**src/rtl/adc_store_pkg.sv**
```systemverilog
/*
 * Constants for the converter result storage and clocking block: register
 * offsets, field positions, reset values and mode encodings.
 * Assumes a 32-bit APB bus and a converter core on the same clock.
 */
package adc_store_pkg;
   // ==========================================================
   // Register byte offsets
   localparam logic [7:0] OFS_MODE     = 8'h00;
   localparam logic [7:0] OFS_CLKSEL   = 8'h04;
   localparam logic [7:0] OFS_IRQ_STAT = 8'h08;
   localparam logic [7:0] OFS_IRQ_MASK = 8'h0C;
   localparam logic [7:0] OFS_RES_BASE = 8'h40;
   localparam int         RES_STRIDE   = 8;
   localparam int         RES_LOW_OFS  = 4;
   localparam int         NUM_PAIRS    = 8;
   localparam int         PAIR_W       = 3;

   // ==========================================================
   // Mode register fields
   localparam int MODE_SCAN_BIT   = 0;
   localparam int MODE_REPEAT_BIT = 1;
   localparam int MODE_ITM_LSB    = 2;
   localparam int MODE_EOC_BIT    = 7;

   // Repeat interrupt interval encodings
   localparam logic [1:0] ITM_EVERY1 = 2'b00;
   localparam logic [1:0] ITM_EVERY4 = 2'b01;
   localparam logic [1:0] ITM_EVERY8 = 2'b10;
   localparam logic [2:0] LAST_OF4   = 3'h3;
   localparam logic [2:0] LAST_OF8   = 3'h7;

   // Conversion clock divider encodings
   localparam logic [2:0] DIV_1  = 3'h0;
   localparam logic [2:0] DIV_16 = 3'h4;
   localparam int         PRESC_W = 4;

   // ==========================================================
   // Result and flag layout
   localparam int RES_W        = 10;
   localparam int LOW_BITS     = 2;
   localparam int LOW_DATA_LSB = 6;
   localparam int LOW_OVR_BIT  = 1;
   localparam int LOW_RDY_BIT  = 0;

   // Interrupt status bits
   localparam int IRQ_EOC_BIT = 0;
   localparam int IRQ_OVR_BIT = 1;
   localparam int IRQ_W       = 2;

   localparam logic [7:0] MODE_RESET = 8'h00;
endpackage

```
**src/rtl/adc_result_store.sv**
```systemverilog
/*
 * Converter result storage, completion flag and conversion clock prescaler,
 * with an APB register slave and a masked level interrupt.
 * Assumes the converter core runs on i_clk_sys, takes o_conv_clk_en as its
 * conversion clock enable and hands each result over as a one-cycle pulse.
 */
// The implementer's own choices: the address map and the APB interface to the registers.
// Functional notes
// - Conversion clock enable is fc divided by 1, 2, 4, 8 or 16.
// - Each result is split over an upper and lower register; eight pairs.
// - Outside fixed repeat mode, channel n goes to pair n modulo 8.
// - Fixed repeat, interval every one: results always go to pair 0.
// - Fixed repeat, interval every four: results go to pairs 0 to 3.
// - Fixed repeat, interval every eight: results go to pairs 0 to 7.
// - End flag rises only together with or after the result store.
// - Lower register carries overrun and stored flags; 0 and 1 mean good.
// - Reading the end flag clears it.
// - Interval field: 00 every one, 01 every four, 10 every eight.
// - After the last pair of a group, storing wraps to pair 0.
module adc_result_store
   import adc_store_pkg::*;
#(
   parameter int CHAN_W = 5
) (
   input  wire logic                       i_clk_sys,
   input  wire logic                       i_rstn,
   input  wire logic                       psel,
   input  wire logic                       penable,
   input  wire logic                       pwrite,
   input  wire logic [31:0]                paddr,
   input  wire logic [31:0]                pwdata,
   output logic      [31:0]                prdata,
   output logic                            pready,
   output logic                            pslverr,
   input  wire logic                       i_conv_valid,
   input  wire logic [adc_store_pkg::RES_W-1:0] i_conv_data,
   input  wire logic [CHAN_W-1:0]          i_conv_channel,
   input  wire logic                       i_conv_last,
   output logic                            o_conv_clk_en,
   output logic                            o_repeat,
   output logic                            o_scan,
   output logic                            o_conv_done_irq,
   output logic                            o_irq
);
   import adc_store_pkg::*;

   // ==========================================================
   // Register state
   logic [7:0]              mode_q;
   logic [2:0]              clksel_q;
   logic                    eoc_q;
   logic [IRQ_W-1:0]        irq_stat_q;
   logic [IRQ_W-1:0]        irq_mask_q;
   logic [RES_W-1:0]        res_q   [NUM_PAIRS];
   logic [NUM_PAIRS-1:0]    rdy_q;
   logic [NUM_PAIRS-1:0]    ovr_q;
   logic [PAIR_W-1:0]       ptr_q;
   logic [PRESC_W-1:0]      presc_q;
   logic                    ack_q;
   logic [31:0]             rdata_q;
   logic                    err_q;
   logic                    done_q;

   logic [1:0]              itm;
   logic                    fixed_rep;
   logic [PAIR_W-1:0]       target;
   logic [PAIR_W-1:0]       last_ptr;
   logic                    group_end;
   logic                    eoc_set;
   logic                    acc;
   logic                    fire_wr;
   logic                    fire_rd;
   logic [7:0]              offs;
   logic                    res_hit;
   logic                    res_low;
   logic [PAIR_W-1:0]       res_idx;
   logic                    mapped;
   logic [PRESC_W-1:0]      presc_mask;

   assign itm       = mode_q[MODE_ITM_LSB +: 2];
   assign fixed_rep = mode_q[MODE_REPEAT_BIT] & ~mode_q[MODE_SCAN_BIT];
   assign o_repeat  = mode_q[MODE_REPEAT_BIT];
   assign o_scan    = mode_q[MODE_SCAN_BIT];

   // ==========================================================
   // Conversion clock prescaler
   // The free counter keeps running so a divider change takes effect
   // at the next natural boundary rather than restarting the period.
   always_comb begin
      unique case (clksel_q)
         3'h0:    presc_mask = 4'h0;
         3'h1:    presc_mask = 4'h1;
         3'h2:    presc_mask = 4'h3;
         3'h3:    presc_mask = 4'h7;
         default: presc_mask = 4'hF;
      endcase
   end

   always_ff @(posedge i_clk_sys) begin
      if (!i_rstn) begin
         presc_q <= '0;
      end else begin
         presc_q <= presc_q + 4'h1;
      end
   end

   assign o_conv_clk_en = i_rstn && ((presc_q & presc_mask) == presc_mask);

   // ==========================================================
   // Result routing
   always_comb begin
      unique case (itm)
         ITM_EVERY4: last_ptr = LAST_OF4;
         ITM_EVERY8: last_ptr = LAST_OF8;
         default:    last_ptr = '0;
      endcase
      if (fixed_rep) begin
         // reserved interval code behaves as every conversion
         target = (itm == ITM_EVERY4 || itm == ITM_EVERY8) ? ptr_q : '0;
      end else begin
         target = i_conv_channel[PAIR_W-1:0];
      end
      group_end = (itm == ITM_EVERY4 || itm == ITM_EVERY8) ? (ptr_q == last_ptr)
                                                           : 1'b1;
      eoc_set = i_conv_valid && (fixed_rep ? group_end : i_conv_last);
   end

   // walk pairs of a group in order
   // eight-pair walk uses the same pointer
   always_ff @(posedge i_clk_sys) begin
      if (!i_rstn) begin
         ptr_q <= '0;
      end else if (!fixed_rep) begin
         ptr_q <= '0;
      end else if (i_conv_valid) begin
         ptr_q <= group_end ? '0 : ptr_q + 3'h1;
      end
   end

   // ==========================================================
   // APB slave: one wait state so read data comes from a flip-flop
   assign acc     = psel && penable;
   assign pready  = ack_q;
   assign prdata  = rdata_q;
   assign pslverr = err_q;
   assign fire_wr = acc && ack_q && pwrite;
   assign fire_rd = acc && ack_q && !pwrite;
   assign offs    = paddr[7:0];
   assign res_hit = (offs >= OFS_RES_BASE) &&
                    (offs < OFS_RES_BASE + 8'(NUM_PAIRS * RES_STRIDE)) &&
                    (offs[1:0] == 2'b00) && (paddr[31:8] == '0);
   assign res_low = offs[2];
   assign res_idx = 3'((offs - OFS_RES_BASE) >> 3);
   assign mapped  = res_hit || (paddr[31:8] == '0 &&
                    (offs == OFS_MODE || offs == OFS_CLKSEL ||
                     offs == OFS_IRQ_STAT || offs == OFS_IRQ_MASK));

   always_ff @(posedge i_clk_sys) begin
      if (!i_rstn) begin
         ack_q   <= 1'b0;
         err_q   <= 1'b0;
         rdata_q <= '0;
      end else begin
         ack_q <= acc && !ack_q;
         err_q <= acc && !ack_q && !mapped;
         if (acc && !ack_q && !pwrite) begin
            rdata_q <= '0;
            if (res_hit && !res_low) begin
               rdata_q[7:0] <= res_q[res_idx][RES_W-1 -: 8];
            end else if (res_hit) begin
               rdata_q[LOW_DATA_LSB +: LOW_BITS] <= res_q[res_idx][LOW_BITS-1:0];
               rdata_q[LOW_OVR_BIT] <= ovr_q[res_idx];
               rdata_q[LOW_RDY_BIT] <= rdy_q[res_idx];
            end else if (offs == OFS_MODE) begin
               rdata_q[7:0] <= {eoc_q, mode_q[6:0]};
            end else if (offs == OFS_CLKSEL) begin
               rdata_q[2:0] <= clksel_q;
            end else if (offs == OFS_IRQ_STAT) begin
               rdata_q[IRQ_W-1:0] <= irq_stat_q;
            end else if (offs == OFS_IRQ_MASK) begin
               rdata_q[IRQ_W-1:0] <= irq_mask_q;
            end
         end
      end
   end

   // ==========================================================
   // Control registers
   always_ff @(posedge i_clk_sys) begin
      if (!i_rstn) begin
         mode_q     <= MODE_RESET;
         clksel_q   <= DIV_1;
         irq_mask_q <= '0;
      end else if (fire_wr && !err_q) begin
         if (offs == OFS_MODE) begin
            mode_q <= {1'b0, pwdata[6:0]};
         end
         if (offs == OFS_CLKSEL) begin
            clksel_q <= pwdata[2:0];
         end
         if (offs == OFS_IRQ_MASK) begin
            irq_mask_q <= pwdata[IRQ_W-1:0];
         end
      end
   end

   // flag set at the same edge the result lands
   // cleared only if the read actually showed it
   always_ff @(posedge i_clk_sys) begin
      if (!i_rstn) begin
         eoc_q <= 1'b0;
      end else if (eoc_set) begin
         eoc_q <= 1'b1;
      end else if (fire_rd && offs == OFS_MODE && rdata_q[MODE_EOC_BIT]) begin
         eoc_q <= 1'b0;
      end
   end

   // ==========================================================
   // Result pairs; a new store wins over a flag clear by the lower read
   for (genvar g = 0; g < NUM_PAIRS; g++) begin : g_pair
      logic wr_here;
      logic rd_low;
      assign wr_here = i_conv_valid && (target == PAIR_W'(g));
      assign rd_low  = fire_rd && res_hit && res_low && (res_idx == PAIR_W'(g));
      // upper and lower halves held in one word
      always_ff @(posedge i_clk_sys) begin
         if (!i_rstn) begin
            res_q[g] <= '0;
         end else if (wr_here) begin
            res_q[g] <= i_conv_data;
         end
      end
      always_ff @(posedge i_clk_sys) begin
         if (!i_rstn) begin
            rdy_q[g] <= 1'b0;
            ovr_q[g] <= 1'b0;
         end else if (wr_here) begin
            rdy_q[g] <= 1'b1;
            ovr_q[g] <= rdy_q[g] | (ovr_q[g] & ~(rd_low & rdata_q[LOW_OVR_BIT]));
         end else if (rd_low) begin
            if (rdata_q[LOW_RDY_BIT]) begin
               rdy_q[g] <= 1'b0;
            end
            if (rdata_q[LOW_OVR_BIT]) begin
               ovr_q[g] <= 1'b0;
            end
         end
      end
   end

   // ==========================================================
   // Interrupts: sticky status, write one to clear, set wins
   logic [IRQ_W-1:0] irq_ev;
   logic             ovr_ev;
   assign ovr_ev = i_conv_valid && rdy_q[target];
   assign irq_ev = {ovr_ev, eoc_set};

   always_ff @(posedge i_clk_sys) begin
      if (!i_rstn) begin
         irq_stat_q <= '0;
         done_q     <= 1'b0;
      end else begin
         done_q <= eoc_set;
         if (fire_wr && offs == OFS_IRQ_STAT && !err_q) begin
            irq_stat_q <= (irq_stat_q & ~pwdata[IRQ_W-1:0]) | irq_ev;
         end else begin
            irq_stat_q <= irq_stat_q | irq_ev;
         end
      end
   end

   assign o_conv_done_irq = done_q;
   assign o_irq           = |(irq_stat_q & irq_mask_q);

   // ==========================================================
   // Checks
   property p_div16_gap;
      @(posedge i_clk_sys) disable iff (!i_rstn)
      (o_conv_clk_en && clksel_q == DIV_16 && !fire_wr)
         |=> (!o_conv_clk_en || clksel_q < DIV_16) [*8];
   endproperty
   a_div16_gap: assert property (p_div16_gap)
      else $error("conversion clock enable too frequent at divide by 16");

   property p_store_data;
      logic [PAIR_W-1:0] t;
      logic [RES_W-1:0]  d;
      @(posedge i_clk_sys) disable iff (!i_rstn)
      (i_conv_valid, t = target, d = i_conv_data) |=> (res_q[t] == d && rdy_q[t]);
   endproperty
   a_store_data: assert property (p_store_data)
      else $error("result not held in its pair");

   property p_chan_route;
      logic [PAIR_W-1:0] c;
      @(posedge i_clk_sys) disable iff (!i_rstn)
      (i_conv_valid && !fixed_rep, c = i_conv_channel[PAIR_W-1:0]) |=> rdy_q[c];
   endproperty
   a_chan_route: assert property (p_chan_route)
      else $error("channel result not in pair channel modulo 8");

   property p_every1_pair0;
      @(posedge i_clk_sys) disable iff (!i_rstn)
      (i_conv_valid && fixed_rep && itm != ITM_EVERY4 && itm != ITM_EVERY8)
         |=> (rdy_q[0] && res_q[0] == $past(i_conv_data));
   endproperty
   a_every1_pair0: assert property (p_every1_pair0)
      else $error("every-one repeat result not routed to pair 0");

   property p_group4_wrap;
      @(posedge i_clk_sys) disable iff (!i_rstn)
      (i_conv_valid && fixed_rep && itm == ITM_EVERY4 && ptr_q == LAST_OF4 && !fire_wr)
         |=> (ptr_q == '0 && eoc_q);
   endproperty
   a_group4_wrap: assert property (p_group4_wrap)
      else $error("four-group did not wrap with end flag");

   property p_group8_step;
      @(posedge i_clk_sys) disable iff (!i_rstn)
      (i_conv_valid && fixed_rep && itm == ITM_EVERY8 && ptr_q != LAST_OF8 && !fire_wr)
         |=> ptr_q == $past(ptr_q) + 3'h1;
   endproperty
   a_group8_step: assert property (p_group8_step)
      else $error("eight-group pointer did not advance by one");

   property p_eoc_after_store;
      @(posedge i_clk_sys) disable iff (!i_rstn)
      $rose(eoc_q) |-> $past(i_conv_valid) && (|rdy_q);
   endproperty
   a_eoc_after_store: assert property (p_eoc_after_store)
      else $error("end flag rose without a stored result");

   property p_ovr_on_rewrite;
      logic [PAIR_W-1:0] t;
      @(posedge i_clk_sys) disable iff (!i_rstn)
      (i_conv_valid && rdy_q[target], t = target) |=> ovr_q[t] && irq_stat_q[IRQ_OVR_BIT];
   endproperty
   a_ovr_on_rewrite: assert property (p_ovr_on_rewrite)
      else $error("overwrite of unread result not flagged");

   property p_eoc_read_clear;
      @(posedge i_clk_sys) disable iff (!i_rstn)
      (fire_rd && offs == OFS_MODE && rdata_q[MODE_EOC_BIT] && !eoc_set) |=> !eoc_q;
   endproperty
   a_eoc_read_clear: assert property (p_eoc_read_clear)
      else $error("end flag not cleared by read");

   c_group8: cover property (@(posedge i_clk_sys) disable iff (!i_rstn)
      i_conv_valid && fixed_rep && itm == ITM_EVERY8 && ptr_q == LAST_OF8);
   c_overrun: cover property (@(posedge i_clk_sys) disable iff (!i_rstn)
      i_conv_valid && rdy_q[target]);
   c_eoc_read: cover property (@(posedge i_clk_sys) disable iff (!i_rstn)
      fire_rd && offs == OFS_MODE && rdata_q[MODE_EOC_BIT]);
endmodule

```
**config.mk**
```make
export PLATFORM = sky130hd
export DESIGN_NAME = adc_result_store
export DESIGN_NICKNAME = d
export VERILOG_FILES = /design/src/rtl/adc_store_pkg.sv /design/src/rtl/adc_result_store.sv
export SDC_FILE = /design/constraint.sdc
export NUM_CORES = 1
export LEC_CHECK = 0
export BUFFER_PORTS_ARGS = -buffer_cell sky130_fd_sc_hd__buf_4
export CAP_MARGIN = 20
export CORE_MARGIN = 2
export CORE_UTILIZATION = 40
export DETAILED_ROUTE_END_ITERATION = 8
export PLACE_DENSITY = 0.67
export SYNTH_ARGS = -nofsm -noshare
export SYNTH_HDL_FRONTEND = slang
export SYNTH_SLANG_ARGS = --single-unit
```
**constraint.sdc**
```tcl
create_clock -name i_clk_sys -period 3.12 [get_ports i_clk_sys]
set_input_delay 0.468 -clock i_clk_sys [delete_from_list [all_inputs] [get_ports i_clk_sys]]
set_output_delay 0.468 -clock i_clk_sys [all_outputs]
set_load 0.005 [all_outputs]
```
Word level (Yosys, flattened, before mapping)
Memories as Yosys holds them, arrays and structs flattened.
Index checks and enable logic that the tools add are counted.
{"block": "classes", "addsub": 3, "mul": 0, "div_mod_pow": 0, "magnitude_cmp": 4, "eq_ne": 24, "shift": 0, "mux": 93, "bitwise_logic": 48, "n_reduce_logical": 100}
{"operator": "two-way mux 10 bit", "count": 8}
{"operator": "two-way mux 1 bit", "count": 67}
{"operator": "nonzero test 2 bit", "count": 25}
{"operator": "AND reduction 2 bit", "count": 20}
{"operator": "logical AND 1 bit", "count": 38}
{"operator": "equality test 3 bit, second input constant", "count": 8}
{"operator": "logical NOT 24 bit", "count": 1}
{"operator": "equality test 3 x 2 -> 1 bit, second input constant", "count": 6}
{"operator": "AND 1 bit", "count": 17}
{"operator": "equality test 8 x 4 -> 1 bit, second input constant", "count": 2}
{"operator": "OR 1 bit", "count": 16}
{"operator": "one-hot mux 4 bit (4 select lines)", "count": 1}
{"operator": "two-way mux 2 bit", "count": 6}
{"operator": "two-way mux 3 bit", "count": 4}
{"operator": "binary-select mux 1 bit (select 3 bit)", "count": 3}
{"operator": "equality test 3 x 1 -> 1 bit, second input constant", "count": 3}
{"operator": "logical NOT 3 bit", "count": 3}
{"operator": "NOT 1 bit", "count": 9}
{"operator": "equality test 8 x 3 -> 1 bit, second input constant", "count": 1}
{"operator": "greater-or-equal comparator 8 x 7 -> 1 bit, second input constant", "count": 1}
{"operator": "logical NOT 8 bit", "count": 1}
{"operator": "< comparator 3 x 4 -> 1 bit, second input constant", "count": 2}
{"operator": "< comparator 8 bit, second input constant", "count": 1}
{"operator": "two-way mux 8 bit", "count": 1}
{"operator": "18 further kinds", "count": 28}
{"block": "totals", "register_bits": 49, "latchBits": 0, "mem_bits_rw": 80, "mem_bits_ro": 0, "in_bits": 86, "output_inout_bits": 39, "wordCells": 300, "n_memories": 1}
{"name": "res_q", "depth": 8, "word_bits": 10, "read_ports": 1, "rd_clocked_by_memory_dff": 0, "wr": 8, "line": "adc_result_store.sv:54", "rtl": "logic [RES_W-1:0] res_q [NUM_PAIRS];"}

Depth between registers and ports, before layout
{"block": "logic_depth", "depth_word": 12, "mapped_depth": 9, "depth_no_buf": 9}

Worst setup path before layout
Ideal clock, no wire load.
{"block": "synth_timing", "path_type": "flip-flop to flip-flop", "start": "register mode_q[2]", "end": "memory res_q[2][0] (enable)", "setup_ps": 391, "t_arrival_ps": 2116, "t_required_ps": 2729, "path_slack_ps": 613, "path_stages_with_launch": 8, "n_path_buf": 0, "period_less_slack_ps": 2507, "cell_sequence": "dfxtp_1 inv_1 ha_1 inv_1 ha_1 nor4bb_1 a31oi_1 o21ai_0"}
{"item": "start, declared", "line": "adc_result_store.sv:49", "rtl": "logic [7:0] mode_q;"}
{"item": "start signal, assigned", "line": "adc_result_store.sv:196", "rtl": "mode_q <= {1'b0, pwdata[6:0]};"}
{"item": "end, declared", "line": "adc_result_store.sv:54"}

==> reports/qor.txt <==
Largest net degree at the start of global routing = 44
Drt drc = 0
CP arrival = 2620 ps
Latest clock arrival within the worst-skew pair = 430 ps
Post-Route Setup TNS = 0 ps
Grt total ovfl = 0
Net Sw Frac = 23.13%
Filler cells = 1,413
Synthesized flop and latch total = 129
Starting DRT DRC Count = 312
Multi-input gate area = 2786 um^2
Placed Area = 7221 um^2
TritonCTS clock tree = done
Total power = 4215 uW
Worst path max stage delay = 460 ps
GPL Wtd Cong = 0.8543
Layout Nets = 719
Global-route wire length before repair = 24,750 um
Mapped cell area = 6461 um^2
Reg power frac = 44.7%
Crit-path max FO = 12
FFs w/ async S/R, synth = 0%
Core Region = 15,830 um^2
Distinct cells, synth = 56
Worst Hold Class = in -> reg
Clock net sink count = 129
Cell family with most CP delay = adder cells
Seq/Total Area, Yosys = 52.36%
Clock power frac = 47.6%
Final ANT Viol Nets = 0
Post-CTS setup buffer count = 0
Core Rows = 46
Hold Vio Cnt, Final = 0
Final critical-path required period = 2445 ps
Post-Syn Area per Cell = 11.83 um^2
Max-Cap Viols = 0
Cts repair resizes = 0
Final setup fails = 0
Placed cell count = 825
WL/cell = 18.56 um
Design area = 7826 um^2
Die height = 131.1 um
Drt via density = 5.411
Startpoint types = flop
Storage cell area = 3383 um^2
Cts bufs inserted = 17
Reg clk slew, reported paths = 60 ps
Crit. End Element = flop
CP max-delay cell = a31oi_1
NetSw = 975.1 uW
I/O Buffers = 73
CTS Hold Bufs = 0
Worst Skew = 7.368 ps
Non-filler cells, final = 857
Hold slack = 312.0 ps
Leak = 0.003057 uW
Period utilization = 78.35%
RSZ-0062 raised after global routing = false
Area delta synth->final = 21.13%
Critical setup path kind = reg -> reg
GRT Util Overall = 19.64%
Cell count after synthesis = 546
Yosys warnings = 0
Final WL = 15,910 um
ANT cells = 0
Initial core utilization = 40.82%
Achievable Freq = 409.1 MHz
VDD IR max = 411.5 uV
Initial antenna violation count = 0
Worst-Margin Slew = 595.5 ps
DP HPWL = 10,770 um
Die area = 17,190 um^2
Width of the die = 131.1 um
Logic gate share of total power = 7.6%
Vias = 4,637
PD cells = 538.6 nW/um^2
Final number of max-transition violations = 0
CP Cell Sequence = inv_1, ha_1, inv_1, ha_1, and4b_1, a31oi_1, nor2_1, buf_4, and2_1
CTS Root Cell = clkbuf_16
Critical Path RT = 3300 ps
DR pass1 iterations = 5
# H-tree levels = 4
EDFF count, synth = 80
Worst path bufs/invs = 3
Boundary Pins = 125
Layout cells sized above 1 = 27.15%
Clock Tree Buf Depth = 2
Int Pwr = 3240 uW
Vias in the first global route = 4,508
Run status = complete, no violations
Slew headroom = 60.11%
Main flop type after synthesis = edfxtp_1
power by group through the flow:
stage / Combinational [uW] / Clock [uW] / Sequential (uW)
6_report: 321 / 2010 / 1890
4_1_cts: 323 / 2050 / 1890
2_1_floorplan: 192 / 0 / 1920
5_1_grt: 352 / 2120 / 1890
3_5_place_dp: 322 / 0 / 1920
3_3_place_gp: 316 / 0 / 1920
metrics by stage:
stage	utilization [%]	setup WS (ps)
after floorplan	-	613.1
after global placement	45.62	717.3
after detailed placement	45.62	641.0
after CTS	49.45	707.6
after global routing	49.45	551.5
final	49.45	675.4
state kept, by name, indices dropped and copies added, names as in the netlist:
| signal | cells |
|---|---|
| mode_q | 7 |
| o_conv_done_irq | 1 |
| prdata | 8 |
| pslverr | 1 |
| rdy_q | 8 |
| res_q | 80 |
| presc_q | 4 |
| pready | 1 |
| ovr_q | 8 |
| clksel_q | 3 |
| irq_mask_q | 2 |
| eoc_q | 1 |
| irq_stat_q | 2 |
| ptr_q | 3 |
placed cells by master, fill, tap and decap left out, types with 4 or more instances in the layout:
cell type	n
a211oi_1	4
a21oi_1	25
a31o_1	7
a31oi_1	4
a32o_1	8
and2_1	82
buf_4	98
clkbuf_16	17
clkinv_4	4
conb_1	24
dfxtp_1	49
edfxtp_1	80
ha_1	5
inv_1	11
mux2_2	8
mux2i_1	14
mux4_2	22
nand2_1	23
nand3_1	19
nand4_1	10
nand4b_1	9
nor2_1	22
nor2b_1	6
nor3_1	4
nor3b_1	4
nor4_2	4
o21ai_0	17
o221ai_1	4
o22ai_1	4
worst register-to-register path, cell delays in order (launching register included):
cell and delay [ps]:
dfxtp_1 330, inv_1 70, ha_1 310, inv_1 70, ha_1 230, and4b_1 200
a31oi_1 460, nor2_1 130, buf_4 220, and2_1 180
synthesized netlist by cell type (all sizes together), types with 2 or more instances:
cell | instances | area, um^2
and4b | 2 | 20.02
mux2 | 8 | 90.09
and4 | 2 | 17.52
mux2i | 14 | 140.1
nand3 | 19 | 95.09
xnor2 | 2 | 17.52
nor3b | 4 | 30.03
dfxtp | 49 | 980.9
o22ai | 4 | 25.02
nor4bb | 3 | 30.03
nand2 | 23 | 86.33
buf | 34 | 249.0
mux4 | 22 | 495.5
a21boi | 3 | 22.52
nor4 | 8 | 105.1
a32oi | 3 | 26.28
a211oi | 4 | 30.03
nor3 | 6 | 46.30
inv | 11 | 41.29
edfxtp | 80 | 2402
nor2b | 6 | 37.54
a2111oi | 3 | 26.28
a32o | 8 | 80.08
or3 | 3 | 18.77
o21ai | 17 | 85.08
ha | 5 | 62.56
a21oi | 25 | 125.1
nor2 | 22 | 82.58
o221ai | 4 | 35.03
a31o | 10 | 87.59
a31oi | 4 | 25.02
and2 | 82 | 513.0
nand4b | 9 | 78.83
clkbuf | 24 | 90.09
nand4 | 11 | 75.07
cells by family after synthesis:
logic type / count (synthesis) / share of synthesized area (%)
muxes: 44 / 11.23
AOI/OAI and AO/OA: 89 / 9.334
adders and majority gates: 5 / 0.9682
and+or+nand+nor: 205 / 19.69
other: 1 / 0.05804
DFF: 129 / 52.36
xor gates and xnor gates: 3 / 0.4067
buffers and inverters: 70 / 5.945
metal layers:
layer  GRT usage, %  routed length, um  up-vias
met5              0                  0        -
met4          6.884                222        0
met3          4.667                889       23
met2          31.12               7763      157
met1          26.57               7030     2292
li1               -                  -     2165
final timing paths:
check	from	endpoint	slack, ps	cells after the start
worst max-delay path	mode_q[2]	res_q[7][8]	680	9
worst min-delay path	pwdata[2]	clksel_q[2]	310	3
worst max register to register	mode_q[2]	res_q[7][8]	680	9
worst min register to register	mode_q[4]	mode_q[4]	480	2
area by class of cell:
cell class                 instances  share of cell area (%)
clock inverter                    13                   1.950
inverter                          12                  0.5755
sequential                       129                   43.23
clock buffer                      19                   5.787
multi-input combinational        370                   35.60
timing repair buffer              98                   9.400
tap                              216                   3.453
Power figures use the tool's default switching activity.
